## config.mk

```make
export PLATFORM = sky130hd
export DESIGN_NAME = rcps_sequencer
export DESIGN_NICKNAME = d
export VERILOG_FILES = /design/src/rcps_pkg.sv /design/src/rcps_trim.sv /design/src/rcps_detect.sv /design/src/rcps_sequencer.sv
export SDC_FILE = /design/constraint.sdc
export NUM_CORES = 1
export LEC_CHECK = 0
export BUFFER_PORTS_ARGS = -buffer_cell sky130_fd_sc_hd__buf_4
export CORE_AREA = 2 2 112 125
export CTS_CLUSTER_SIZE = 28
export DETAILED_ROUTE_END_ITERATION = 7
export DIE_AREA = 0 0 114 127
export GPL_TIMING_DRIVEN = 0
export PLACE_DENSITY = 0.73
export SETUP_SLACK_MARGIN = 0.15
export SLEW_MARGIN = 20
export SYNTH_ARGS = -nofsm -noshare
export SYNTH_HDL_FRONTEND = slang
export SYNTH_SLANG_ARGS = --single-unit
export TNS_END_PERCENT = 100
```

## constraint.sdc

```tcl
create_clock -name core_clk_i -period 8.5 [get_ports core_clk_i]
set_clock_uncertainty 0.05 [all_clocks]
set_input_delay 1.7 -clock core_clk_i [delete_from_list [all_inputs] [get_ports core_clk_i]]
set_output_delay 1.7 -clock core_clk_i [all_outputs]
set_load 0.02 [all_outputs]
```

## src/rcps_pkg.sv

```systemverilog
package rcps_pkg;

  // ---------------------------------------------------------------
  // Clock and timing
  // ---------------------------------------------------------------
  localparam int CLK_MHZ = 200;
  localparam int PD_HOLD_NS = 10000;
  localparam int PD_HOLD_CYC = (PD_HOLD_NS * CLK_MHZ + 999) / 1000;
  localparam int STARTUP_NS = 2500000;
  localparam int STARTUP_CYC = (STARTUP_NS / 1000) * CLK_MHZ;
  localparam int STBY_WAKE_NS = 15000;
  localparam int STBY_WAKE_CYC = (STBY_WAKE_NS * CLK_MHZ + 999) / 1000;

  // ---------------------------------------------------------------
  // Trim loop figures
  // ---------------------------------------------------------------
  localparam logic [9:0] REF_RELOAD = 10'h3FF;
  localparam logic [9:0] REF_LOW = 10'h0AE;
  localparam logic [9:0] REF_HIGH = 10'h0B0;
  localparam logic [9:0] REF_NOMINAL_COUNTS = 10'h350;
  localparam logic [7:0] TRIM_RESET = 8'h80;
  localparam logic [7:0] TRIM_MIN = 8'h00;
  localparam logic [7:0] TRIM_MAX = 8'hFF;
  localparam logic [7:0] WAKE_RELOAD_MIN = 8'h05;

  // ---------------------------------------------------------------
  // Command codes and argument counts
  // ---------------------------------------------------------------
  typedef enum logic [4:0] {
    CMD_CANCEL = 5'h00,
    CMD_CARD_DETECT = 5'h01,
    CMD_TAG_QUERY_ACK = 5'h04,
    CMD_RECEIVE = 5'h05,
    CMD_TRANSMIT = 5'h06,
    CMD_TRANSCEIVE = 5'h07,
    CMD_NV_BYTE_WRITE = 5'h08,
    CMD_NV_PAGE_WRITE = 5'h09,
    CMD_NV_READ = 5'h0A,
    CMD_NV_REG_COPY = 5'h0C,
    CMD_PROTOCOL_LOAD = 5'h0D,
    CMD_RANDOM_FILL = 5'h1C,
    CMD_SOFT_RESET = 5'h1F
  } rcps_cmd_e;

  localparam logic [6:0] ARGS_NV_BYTE_WRITE = 7'h03;
  localparam logic [6:0] ARGS_NV_PAGE_WRITE = 7'h02;
  localparam logic [6:0] ARGS_NV_READ = 7'h03;
  localparam logic [6:0] ARGS_NV_REG_COPY = 7'h04;
  localparam logic [6:0] ARGS_PROTOCOL_LOAD = 7'h02;
  localparam logic [6:0] ARGS_TRANSMIT = 7'h01;
  localparam logic [1:0] NV_COPY_SECTOR = 2'h2;

  typedef enum logic [2:0] {
    ST_IDLE = 3'b000,
    ST_WAIT_ARGS = 3'b001,
    ST_RUN = 3'b010,
    ST_DET_STBY = 3'b011,
    ST_DET_SAMPLE = 3'b100,
    ST_STANDBY = 3'b101,
    ST_WAKING = 3'b110,
    ST_SHUTDOWN = 3'b111
  } rcps_state_e;

  // ---------------------------------------------------------------
  // Grouped carriers
  // ---------------------------------------------------------------
  typedef struct packed {
    logic [7:0] i_low;
    logic [7:0] i_high;
    logic [7:0] q_low;
    logic [7:0] q_high;
  } rcps_limits_s;

  typedef struct packed {
    logic [7:0] i_val;
    logic [7:0] q_val;
  } rcps_sample_s;

  typedef struct packed {
    logic tx_on;
    logic rx_on;
    logic regulators_on;
    logic outputs_float;
    logic inputs_clamped;
    logic fifo_clear;
    logic regs_reset;
  } rcps_power_s;

endpackage

```

## src/rcps_trim.sv

```systemverilog
`timescale 1ns/1ps
// Slow oscillator trim: measures one oscillator period with the
// reference timer and steps the trim code on the wake-up timer event.
module rcps_trim #(
  parameter int REF_W = 10
) (
  input wire logic core_clk_i,
  input wire logic rst_n_i,
  input wire logic ce_i,
  input wire logic clear_i,
  input wire logic start_i,
  input wire logic ref_tick_i,
  input wire logic slow_osc_edge_i,
  input wire logic wake_event_i,
  output logic busy_o,
  output logic [7:0] trim_o,
  output logic [REF_W-1:0] ref_count_o
);
  import rcps_pkg::*;

  initial begin
    if (REF_W != 10) begin
      $error("rcps_trim: reference timer must be 10 bits");
    end
  end

  typedef struct packed {
    logic busy;
    logic measuring;
    logic seen_edge;
    logic [1:0] verdict;
    logic [7:0] trim;
    logic [REF_W-1:0] ref_cnt;
  } rcps_trim_s;

  rcps_trim_s st_reg, st_next;

  always_comb begin
    st_next = st_reg;
    if (clear_i) begin
      st_next.busy = 1'b0;
      st_next.measuring = 1'b0;
      st_next.verdict = 2'b00;
    end else begin
      if (start_i) begin
        st_next.busy = 1'b1;
        st_next.verdict = 2'b00;
      end
      if (st_next.busy && wake_event_i) begin
        // Apply previous verdict, then start a new measurement
        if (st_reg.verdict == 2'b01 && st_reg.trim != TRIM_MAX) begin
          st_next.trim = st_reg.trim + 8'h01;
        end else if (st_reg.verdict == 2'b10 &&
                     st_reg.trim != TRIM_MIN) begin
          st_next.trim = st_reg.trim - 8'h01;
        end
        st_next.verdict = 2'b00;
        st_next.ref_cnt = REF_RELOAD;
        st_next.measuring = 1'b1;
        st_next.seen_edge = 1'b0;
      end else if (st_reg.measuring) begin
        if (slow_osc_edge_i) begin
          if (!st_reg.seen_edge) begin
            st_next.seen_edge = 1'b1;
          end else begin
            st_next.measuring = 1'b0;
            if (st_reg.ref_cnt < REF_LOW) begin
              st_next.verdict = 2'b01;
            end else if (st_reg.ref_cnt > REF_HIGH) begin
              st_next.verdict = 2'b10;
            end else begin
              st_next.busy = 1'b0;
            end
          end
        end else if (st_reg.seen_edge && ref_tick_i &&
                     st_reg.ref_cnt != '0) begin
          st_next.ref_cnt = st_reg.ref_cnt - 10'h001;
        end
      end
    end
  end

  always_ff @(posedge core_clk_i or negedge rst_n_i) begin
    if (!rst_n_i) begin
      st_reg <= '{busy: 1'b0, measuring: 1'b0, seen_edge: 1'b0,
                  verdict: 2'b00, trim: TRIM_RESET, ref_cnt: '0};
    end else if (ce_i) begin
      st_reg <= st_next;
    end
  end

  assign busy_o = st_reg.busy;
  assign trim_o = st_reg.trim;
  assign ref_count_o = st_reg.ref_cnt;
endmodule

```

## src/rcps_detect.sv

```systemverilog
`timescale 1ns/1ps
// Card detection compare: stores samples, checks them against limits.
module rcps_detect (
  input wire logic core_clk_i,
  input wire logic rst_n_i,
  input wire logic ce_i,
  input wire logic clear_i,
  input wire logic capture_i,
  input wire rcps_pkg::rcps_sample_s sample_i,
  input wire rcps_pkg::rcps_limits_s limits_i,
  output rcps_pkg::rcps_sample_s result_o,
  output logic hit_o
);
  import rcps_pkg::*;

  typedef struct packed {
    rcps_sample_s res;
    logic hit;
  } rcps_det_s;

  rcps_det_s st_reg, st_next;

  function automatic logic outside(input logic [7:0] v,
                                   input logic [7:0] lo,
                                   input logic [7:0] hi);
    outside = (v < lo) || (v > hi);
  endfunction

  always_comb begin
    st_next = st_reg;
    st_next.hit = 1'b0;
    if (clear_i) begin
      st_next.res = '0;
    end else if (capture_i) begin
      st_next.res = sample_i;
      st_next.hit = outside(sample_i.i_val, limits_i.i_low,
                            limits_i.i_high) ||
                    outside(sample_i.q_val, limits_i.q_low,
                            limits_i.q_high);
    end
  end

  always_ff @(posedge core_clk_i or negedge rst_n_i) begin
    if (!rst_n_i) begin
      st_reg <= '0;
    end else if (ce_i) begin
      st_reg <= st_next;
    end
  end

  assign result_o = st_reg.res;
  assign hit_o = st_reg.hit;
endmodule

```

## src/rcps_sequencer.sv

```systemverilog
`timescale 1ns/1ps
// Behaviour
// - Wake event during trimming reloads reference timer to 1023
// - Reference counts half-crystal ticks over one period
// - End value below 174 raises trim
// - End value above 176 lowers trim
// - End value 174..176 ends trimming
// - Cancel command aborts trimming
// - Shutdown pin stops, floats, clamps, resets all but the trim code; the reference count is also kept
// - 10 us high resets; low starts 2.5ms startup
// - Standby bit enters standby, state kept
// - Clearing standby bit wakes after 15 us
// - Modem disable bit turns off transmitter, receiver
// - Detection: standby phase, then sample phase
// - Sample outside limits raises card detect flag
// - No auto wake: no standby without card
// - Command waits for its argument bytes
// - New command code abandons running command
// - Decode codes 00h,01h,04h-07h
// - Decode nonvolatile codes 08h,09h,0Ah
// - Decode 0Ch register copy, 0Dh protocol load
// - Decode 1Ch random fill, 1Fh soft reset
module rcps_sequencer #(
  parameter int STARTUP_CYCLES = rcps_pkg::STARTUP_CYC,
  parameter int PD_HOLD_CYCLES = rcps_pkg::PD_HOLD_CYC,
  parameter int WAKE_CYCLES = rcps_pkg::STBY_WAKE_CYC,
  parameter int FIFO_LEVEL_W = 10
) (
  input wire logic core_clk_i,
  input wire logic rst_n_i,
  input wire logic ce_i,
  input wire logic shutdown_pin_i,
  input wire logic cmd_write_i,
  input wire logic [4:0] cmd_code_i,
  input wire logic standby_request_bit_i,
  input wire logic modem_disable_bit_i,
  input wire logic [FIFO_LEVEL_W-1:0] fifo_level_i,
  input wire logic fifo_full_i,
  input wire logic [7:0] nv_addr_hi_i,
  input wire logic cmd_done_i,
  input wire logic auto_wake_enable_i,
  input wire logic auto_rearm_enable_i,
  input wire logic auto_detect_on_expiry_i,
  input wire logic trim_enable_i,
  input wire logic ref_tick_i,
  input wire logic slow_osc_edge_i,
  input wire logic wake_event_i,
  input wire rcps_pkg::rcps_sample_s sample_i,
  input wire rcps_pkg::rcps_limits_s limits_i,
  input wire logic card_detect_irq_clr_i,
  output rcps_pkg::rcps_power_s power_o,
  output logic [4:0] active_cmd_o,
  output logic cmd_busy_o,
  output logic cmd_go_o,
  output logic cmd_abort_o,
  output logic ready_o,
  output logic in_standby_o,
  output logic card_detect_irq_o,
  output rcps_pkg::rcps_sample_s result_o,
  output logic [7:0] slow_oscillator_trim_o,
  output logic [9:0] ref_count_o,
  output logic trim_busy_o
);
  import rcps_pkg::*;

  initial begin
    if (STARTUP_CYCLES < 1 || PD_HOLD_CYCLES < 1 || WAKE_CYCLES < 1) begin
      $error("rcps_sequencer: cycle counts must be at least one");
    end
    if (FIFO_LEVEL_W < 7) begin
      $error("rcps_sequencer: fifo level too narrow for page write");
    end
  end

  // ---------------------------------------------------------------
  // State
  // ---------------------------------------------------------------
  typedef struct packed {
    rcps_state_e state;
    rcps_cmd_e cmd;
    logic [21:0] timer;
    logic [21:0] pd_cnt;
    logic irq;
    logic go;
    logic abort;
    logic fifo_clear;
    logic regs_reset;
  } rcps_seq_s;

  rcps_seq_s st_reg, st_next;

  logic trim_start;
  logic trim_clear;
  logic det_capture;
  logic det_clear;
  logic det_hit;

  function automatic logic known_code(input logic [4:0] c);
    case (c)
      CMD_CANCEL, CMD_CARD_DETECT, CMD_TAG_QUERY_ACK, CMD_RECEIVE,
      CMD_TRANSMIT, CMD_TRANSCEIVE, CMD_NV_BYTE_WRITE,
      CMD_NV_PAGE_WRITE, CMD_NV_READ, CMD_NV_REG_COPY,
      CMD_PROTOCOL_LOAD, CMD_RANDOM_FILL, CMD_SOFT_RESET: begin
        known_code = 1'b1;
      end
      default: begin
        known_code = 1'b0;
      end
    endcase
  endfunction

  function automatic logic [6:0] args_needed(input rcps_cmd_e c);
    case (c)
      CMD_TRANSMIT, CMD_TRANSCEIVE: begin
        args_needed = ARGS_TRANSMIT;
      end
      CMD_NV_BYTE_WRITE: begin
        args_needed = ARGS_NV_BYTE_WRITE;
      end
      CMD_NV_PAGE_WRITE: begin
        args_needed = ARGS_NV_PAGE_WRITE;
      end
      CMD_NV_READ: begin
        args_needed = ARGS_NV_READ;
      end
      CMD_NV_REG_COPY: begin
        args_needed = ARGS_NV_REG_COPY;
      end
      CMD_PROTOCOL_LOAD: begin
        args_needed = ARGS_PROTOCOL_LOAD;
      end
      default: begin
        args_needed = 7'h00;
      end
    endcase
  endfunction

  logic shutdown_held;
  assign shutdown_held = (st_reg.pd_cnt >= 22'(PD_HOLD_CYCLES - 1));

  // ---------------------------------------------------------------
  // Next state
  // ---------------------------------------------------------------
  always_comb begin
    st_next = st_reg;
    st_next.go = 1'b0;
    st_next.abort = 1'b0;
    st_next.fifo_clear = 1'b0;
    st_next.regs_reset = 1'b0;
    trim_start = 1'b0;
    trim_clear = 1'b0;
    det_capture = 1'b0;
    det_clear = 1'b0;
    if (shutdown_pin_i) begin
      if (!shutdown_held) begin
        st_next.pd_cnt = st_reg.pd_cnt + 22'h000001;
      end else begin
        // Held long enough: internal reset except the trim code and the reference count
        st_next.state = ST_SHUTDOWN;
        st_next.cmd = CMD_CANCEL;
        st_next.irq = 1'b0;
        st_next.fifo_clear = 1'b1;
        st_next.regs_reset = 1'b1;
        st_next.timer = 22'(STARTUP_CYCLES);
        trim_clear = 1'b1;
        det_clear = 1'b1;
      end
    end else begin
      st_next.pd_cnt = '0;
      if (card_detect_irq_clr_i) begin
        st_next.irq = 1'b0;
      end
      if (det_hit) begin
        st_next.irq = 1'b1;
      end
      case (st_reg.state)
        ST_SHUTDOWN, ST_WAKING: begin
          // Start-up sequence after pin release or standby exit
          if (st_reg.timer != '0) begin
            st_next.timer = st_reg.timer - 22'h000001;
          end else begin
            st_next.state = ST_IDLE;
          end
        end
        ST_STANDBY: begin
          if (!standby_request_bit_i) begin
            st_next.state = ST_WAKING;
            st_next.timer = 22'(WAKE_CYCLES);
          end
        end
        default: begin
          if (standby_request_bit_i &&
              st_reg.state != ST_DET_STBY) begin
            st_next.state = ST_STANDBY;
          end else if (cmd_write_i) begin
            // Any new code abandons the running one
            if (st_reg.state != ST_IDLE) begin
              st_next.abort = 1'b1;
            end
            trim_clear = 1'b1;
            if (known_code(cmd_code_i)) begin
              st_next.cmd = rcps_cmd_e'(cmd_code_i);
            end else begin
              st_next.cmd = CMD_CANCEL;
            end
            if (!known_code(cmd_code_i) || cmd_code_i == CMD_CANCEL) begin
              st_next.state = ST_IDLE;
            end else if (cmd_code_i == CMD_CARD_DETECT) begin
              st_next.state = ST_DET_STBY;
              st_next.go = 1'b1;
              trim_start = trim_enable_i;
              trim_clear = !trim_enable_i;
            end else if (cmd_code_i == CMD_SOFT_RESET) begin
              st_next.state = ST_IDLE;
              st_next.regs_reset = 1'b1;
            end else begin
              st_next.state = ST_WAIT_ARGS;
            end
          end else begin
            case (st_reg.state)
              ST_WAIT_ARGS: begin
                if (7'(fifo_level_i) >= args_needed(st_reg.cmd) ||
                    fifo_level_i > FIFO_LEVEL_W'(args_needed(st_reg.cmd))) begin
                  if (st_reg.cmd == CMD_NV_REG_COPY &&
                      nv_addr_hi_i[1:0] != NV_COPY_SECTOR) begin
                    st_next.state = ST_IDLE;
                    st_next.abort = 1'b1;
                  end else begin
                    st_next.state = ST_RUN;
                    st_next.go = 1'b1;
                  end
                end
              end
              ST_RUN: begin
                if ((st_reg.cmd == CMD_RANDOM_FILL && fifo_full_i) ||
                    cmd_done_i) begin
                  st_next.state = ST_IDLE;
                  st_next.cmd = CMD_CANCEL;
                end
              end
              ST_DET_STBY: begin
                if (wake_event_i) begin
                  st_next.state = ST_DET_SAMPLE;
                end
              end
              ST_DET_SAMPLE: begin
                det_capture = 1'b1;
                if (auto_wake_enable_i && auto_rearm_enable_i) begin
                  st_next.state = ST_DET_STBY;
                end else begin
                  st_next.state = ST_IDLE;
                  st_next.cmd = CMD_CANCEL;
                end
              end
              default: begin
                if (trim_enable_i && auto_detect_on_expiry_i &&
                    wake_event_i && !trim_busy_o) begin
                  trim_start = 1'b1;
                end
              end
            endcase
          end
        end
      endcase
    end
  end

  always_ff @(posedge core_clk_i or negedge rst_n_i) begin
    if (!rst_n_i) begin
      st_reg <= '{state: ST_SHUTDOWN, cmd: CMD_CANCEL, timer: '0,
                  pd_cnt: '0, irq: 1'b0, go: 1'b0, abort: 1'b0,
                  fifo_clear: 1'b0, regs_reset: 1'b0};
    end else if (ce_i) begin
      st_reg <= st_next;
    end
  end

  // ---------------------------------------------------------------
  // Submodules
  // ---------------------------------------------------------------
  rcps_trim #(
    .REF_W(10)
  ) u_trim (
    .core_clk_i(core_clk_i),
    .rst_n_i(rst_n_i),
    .ce_i(ce_i),
    .clear_i(trim_clear),
    .start_i(trim_start),
    .ref_tick_i(ref_tick_i),
    .slow_osc_edge_i(slow_osc_edge_i),
    .wake_event_i(wake_event_i),
    .busy_o(trim_busy_o),
    .trim_o(slow_oscillator_trim_o),
    .ref_count_o(ref_count_o)
  );

  rcps_detect u_detect (
    .core_clk_i(core_clk_i),
    .rst_n_i(rst_n_i),
    .ce_i(ce_i),
    .clear_i(det_clear),
    .capture_i(det_capture),
    .sample_i(sample_i),
    .limits_i(limits_i),
    .result_o(result_o),
    .hit_o(det_hit)
  );

  // ---------------------------------------------------------------
  // Outputs
  // ---------------------------------------------------------------
  logic modem_on;
  logic powered;
  assign powered = (st_reg.state != ST_SHUTDOWN);
  assign modem_on = powered && !modem_disable_bit_i &&
                    st_reg.state != ST_STANDBY &&
                    st_reg.state != ST_DET_STBY;

  always_comb begin
    power_o.tx_on = modem_on;
    power_o.rx_on = modem_on;
    power_o.regulators_on = powered && st_reg.state != ST_STANDBY;
    power_o.outputs_float = !powered;
    power_o.inputs_clamped = !powered;
    power_o.fifo_clear = st_reg.fifo_clear;
    power_o.regs_reset = st_reg.regs_reset;
  end

  assign active_cmd_o = st_reg.cmd;
  assign cmd_busy_o = (st_reg.state == ST_WAIT_ARGS) ||
                      (st_reg.state == ST_RUN) ||
                      (st_reg.state == ST_DET_STBY) ||
                      (st_reg.state == ST_DET_SAMPLE);
  assign cmd_go_o = st_reg.go;
  assign cmd_abort_o = st_reg.abort;
  assign ready_o = powered && st_reg.state != ST_WAKING &&
                   st_reg.state != ST_STANDBY;
  assign in_standby_o = (st_reg.state == ST_STANDBY) ||
                        (st_reg.state == ST_DET_STBY);
  assign card_detect_irq_o = st_reg.irq;
endmodule

```

== Word level (Yosys, flattened, before mapping) ==
Memory sizes are Yosys's and may differ from the RTL's.
Cells that the tools add are included.
Storage, ports and cells
  output and inout port bits: 53
  ROM bits: 64
  register bits: 97
  memories kept: 2
  logic and storage cells: 242
  input port bits: 88
Memories
  (name not given): words 32, width 1, rd ports 1, clocked after memory_dff 0, wr ports 0, RTL line rcps_sequencer.sv:99  | case (c)
  (name not given): words 32, width 1, rd ports 1, clocked after memory_dff 0, wr ports 0, RTL line rcps_sequencer.sv:99
Operators by class
  equal/unequal tests: 38
  $lt $le $gt $ge: 9
  reduce and logical (&&, ||, !) cells: 62
  add/sub/neg operators: 5
  muxes and demuxes: 107
  bitwise operators: 1
Operators by type and width (number)
  22-bit two-way mux: 3
  53-bit two-way mux: 1
  1-bit two-way mux: 52
  22-bit one-hot mux with 2 select lines: 1
  10-bit two-way mux: 4
  2-bit two-way mux: 18
  7-bit two-way mux: 5
  8-bit two-way mux: 4
  30-bit two-way mux: 1
  5-bit two-way mux: 6
  5-bit by 4-bit == test with 1-bit output (second input constant): 5
  3-bit one-hot mux with 4 select lines: 2
  22-bit by 1-bit adder with 22-bit output (second input constant): 1
  22-bit by 11-bit >= comparator with 1-bit output (second input constant): 1
  22-bit nonzero test: 1
  22-bit by 1-bit subtractor with 22-bit output (second input constant): 1
  7-bit by 5-bit != test with 1-bit output (second input constant): 3
  1-bit logical AND: 18
  3-bit != test (second input constant): 6
  17-bit two-way mux: 1
  8-bit greater-than comparator: 2
  8-bit less-than comparator: 2
  16-bit two-way mux: 1
  3-bit two-way mux: 5
  other kinds (42): 78

== Logic depth before layout (Yosys ltp) ==
  word-level depth: 21
  gate-level depth with buffers: 11
  mapped depth without buffers: 11

== By module ==
From an unflattened synthesis, not the netlist that was laid out.
Second synthesis, totals
  cell total of the unflattened synthesis: 726
  area, all modules: 6780.3 sq um
By module, submodules not included
  rcps_sequencer: cells each 417, times used 1, area an instance 3744.8 sq um, seq. area each 1430.1 sq um
  rcps_trim: cells each 166, times used 1, area an instance 1637.8 sq um, seq. area each 576.8 sq um
  rcps_detect: cells each 143, times used 1, area an instance 1397.6 sq um, seq. area each 425.4 sq um

== Least setup slack after synthesis ==
Ideal clock, no wire load.
  path type: input -> register
  from: in cmd_code_i[1]
  to: reg u_trim.st_reg (netlist bit u_trim.trim_o[1])
  stages: 8
  library setup time: 0.125 ns
  path buffers: 0
  required time: 8.325 ns
  path slack: 4.676 ns
  data arrival time: 3.650 ns
  path through: inv_1 > ha_1 > nor4b_1 > nand2_1 > o211ai_1 > o2111ai_1 > a21oi_2 > mux2_2
On the way
  longest elaborated chain between the ends: 16
  elaborated cells between the ends (all ways): 26
  classes of those cells: 1 x eq/ne; 18 x mux; 1 x bitwise; 5 x reduce/logical; 1 x memory
Ends and longest elaborated chain
  start, declared: RTL line rcps_sequencer.sv:34  | input wire logic [4:0] cmd_code_i,
  memory read 32 x 1 bit
  1-bit two-way mux: RTL line rcps_sequencer.sv:195  | end else if (cmd_write_i) begin
  1-bit two-way mux: RTL line rcps_sequencer.sv:192  | if (standby_request_bit_i &&
  1-bit two-way mux: RTL line rcps_sequencer.sv:176  | case (st_reg.state)
  1-bit two-way mux: RTL line rcps_sequencer.sv:154  | if (shutdown_pin_i) begin
  1-bit logical NOT: RTL line rcps_sequencer.sv:206  | if (!known_code(cmd_code_i) || cmd_code_i == CMD_CANCEL) begin
  1-bit logical OR: RTL line rcps_sequencer.sv:206
  1-bit two-way mux: RTL line rcps_sequencer.sv:206
  1-bit two-way mux: RTL line rcps_sequencer.sv:195
  1-bit two-way mux: RTL line rcps_sequencer.sv:192
  1-bit two-way mux: RTL line rcps_sequencer.sv:176
  1-bit two-way mux: RTL line rcps_sequencer.sv:154
  1-bit two-way mux: RTL line rcps_trim.sv:45  | if (start_i) begin
  1-bit two-way mux: RTL line rcps_trim.sv:40  | if (clear_i) begin
  1-bit logical AND: RTL line rcps_trim.sv:49  | if (st_next.busy && wake_event_i) begin
  4-bit AND reduction (no line) (*)
  end signal, assigned: RTL line rcps_trim.sv:85  | st_reg <= '{busy: 1'b0, measuring: 1'b0, seen_edge: 1'b0,
  end signal, assigned: RTL line rcps_trim.sv:88  | st_reg <= st_next;
  end, declared: RTL line rcps_trim.sv:36  | rcps_trim_s st_reg, st_next;
Mark *: on every way between the ends. The rest lies on a longest branch, timed or not. The select of a mux whose other input is x is not followed.
A chain may end at the register's enable or synchronous reset.

== Worst setup path after layout ==
  from: in cmd_code_i[1]
  to: reg u_trim.st_reg (netlist bit u_trim.trim_o[4])
Same word-level chain as after synthesis.

==> results.md <==
* CP required at 8.68 ns
* Initial antenna violation count at 0
* Port Buf Inserts at 132
* Mapped Area at 6481 um^2
* WS Path Type: in -> reg
* Nature of the critical path startpoint: input port
* Post-DP HPWL at 13,630 um
* Global Route Usage Sum at 24.59%
* Worst slew margin at 41.01%
* FF-to-FF End: u_trim.trim_o[7]
* Final Cell Area at 8005 um^2
* Final hold vios at 0
* Synth top area share at 35.91%
* Post-Syn Instances at 726
* Sw Share at 39.28%
* Vias in the first global route at 6,236
* WHS Endpoint: u_detect.hit_o
* Post-placement cell area at 7677 um^2
* CP Data Arrival Time at 4.57 ns
* Reg2Reg Setup Slack at 5.21 ns
* Longest Clk Path Bufs at 2
* Routed Antenna Nets at 0
* Power per cell area at 248.8 nW/um^2
* Die Area at 14,480 um^2
* Hold-critical path depth at 2
* Setup TNS at 0 ns
* Wire length per cell at 16.88 um
* Max reg flops at 47
* Initial DRC Count at 376
* FFs w/ async S/R, synth at 100.0%
* Post_cts resized at 0
* Layout cells sized above 1 at 23.80%
* Hold Crit Start: u_detect.hit_o
* Pleak at 3.927 nW
* Post-synth top area cell: dfrtp_1
* Clock-pin slew on the worst setup and hold paths at 0.06 ns
* Most frequent cells in the layout: buf_4, dfrtp_1, nor2_1
* Int Power at 1.209 mW
* Core area at 13,100 um^2
* Number of synthesized register bits at 97
* Hold Buf Count CTS at 0
* Power share of the clock group at 22.4%
* DR vias at 6,125
* Tmin final at 4.388 ns
* GR Overflow Total at 0
* Final setup vio count at 0
* # Post-CTS Setup Buffers at 0
* First-pass GRT wire length at 29,110 um
* F_max at 227.9 MHz
* Commonest register cell after synthesis: dfrtp_1
* Clk_lat worst skew at 0.35 ns
* Syn avg cell area at 8.927 um^2
* Largest net degree at the start of global routing at 98
* Largest cells by area after synthesis: dfrtp_1, ha_1, nor2_1, inv_1, o21ai_0
* Area growth, synth to finish at 23.51%
* Row Count at 44
* Total CTS buffers at 9
* Logic pwr share at 42.8%
* Fin. max-slew vios at 0
* Post-synth EDFFs at 0
* Syn_nets at 861
* Distinct cells, synth at 68
* Max Cap Violations at 0
* Clk sinks at 97
* Worst hold-check path type: reg -> reg
* CP endpoint kind: flop
* Fin crit share at 51.63%
* Peak supply drop at 120.5 uV
* Drt pass-1 iters at 5
* Layout Nets at 1,004
* Placer congestion estimate at 0.8995
* DRC at 0
* Die span in y at 127 um
* Actual slew at the worst max-slew pin at 0.8848 ns
* CTS root buffer: clkbuf_16
* Worst R2R Path Depth at 9
* # diodes at 0
* H-Tree Depth at 3
* Routed WL at 17,470 um
* Seq pwr share at 34.8%
* Maximum net fanout on the critical path at 8
* Starting Density at 49.47%
* Drt via density at 5.918
* FF-to-FF Start: u_trim.trim_o[0]
* Status: complete, no violations
* Sequential fraction of the synthesis area at 37.53%
* Die X at 114 um
* CTS tree: done
* Most common cell after layout, fill and taps aside: buf_4
* RSZ-0062 raised after global routing: no
* NetSw at 782.3 uW
* Number of warnings issued by yosys at 0
* # IOs at 141
## kinds of logic after synthesis
group           share of synthesized area [%]
mux                                     2.259
xor+xnor                                2.703
compound gates                          21.04
buf+inv                                 8.069
fa+ha+maj                               9.189
simple gates                            19.21
flops                                   37.53
## final cells by class
class                      count  area (um^2)
buffer                        51        297.8
clock buffer                  10        239.0
clock inverter                 6        88.84
fill                        1131         5097
inverter                      60        225.2
multi-input combinational    518         3526
sequential                    97         2432
tap                          161        201.4
timing repair buffer         132        994.7
## layer usage
layer  global-route usage, %  wire length [um]
met4                   7.317               241
met2                   45.38              9339
met1                   29.11              6976
met5                       0                 0
met3                   4.175               910
## per-stage QoR
step / power, mW / utilization (%) / worst slack [ns] / std cells / hold WS (ns)
finish: 1.991 / 61.10 / 4.112 / 1035 / 0.4465
global route: 2.116 / 61.10 / 3.881 / 1035 / 0.4586
CTS: 1.997 / 61.10 / 4.170 / 1035 / 0.4486
detailed placement: 1.549 / 58.59 / 3.857 / 1019 / 0.4332
global placement: 1.515 / 58.57 / 3.978 / 1019 / 0.4025
floorplan: 1.224 / - / 4.676 / 726 / 0.3891
## power groups by stage
stage	clock (mW)	sequential, mW	combinational (mW)
after floorplan	0	0.693	0.531
after global placement	0	0.691	0.824
after detailed placement	0	0.696	0.852
after CTS	0.452	0.691	0.854
after global routing	0.472	0.710	0.934
final	0.445	0.694	0.852
## worst max-delay path by stage
stage             startpoint          endpoint
2_1_floorplan  cmd_code_i[1]  u_trim.trim_o[1]
3_3_place_gp   cmd_code_i[1]  u_trim.trim_o[3]
3_5_place_dp   cmd_code_i[1]  u_trim.trim_o[4]
4_1_cts        cmd_code_i[1]  u_trim.trim_o[4]
5_1_grt        cmd_code_i[1]  u_trim.trim_o[4]
6_report       cmd_code_i[1]  u_trim.trim_o[4]
## synth_stat cells (4+ instances only)
cell type and count:
nor2_1 70, or3_1 8, a41oi_1 8, dfstp_2 4, nand4_1 12, o21a_1 5, buf_4 28, o211ai_1 7
clkbuf_1 22, o21ai_0 43, xor2_1 15, mux2_2 13, a21oi_1 32, and2_1 8, dfrtp_1 93, nand2_1 38
xnor2_1 5, o2111ai_1 6, or4_1 6, a21o_1 11, nand3_1 25, o31ai_1 9, ha_1 46, nor2b_1 10
a22o_1 18, nand2b_1 7, inv_1 59, a31oi_1 17, a211oi_1 5, and3_1 5, nor3_1 18, o22a_1 9
or2_2 5, nor4_1 11, o22ai_1 4
## worst max-delay path, stage by stage
cell,delay [ns]
buf_4,0.10
inv_1,0.08
ha_1,0.21
nor4b_1,0.58
nand2_1,0.22
o211ai_1,0.57
o2111ai_1,0.29
a21oi_2,0.42
mux2_2,0.39
Power figures use the tool's default switching activity.
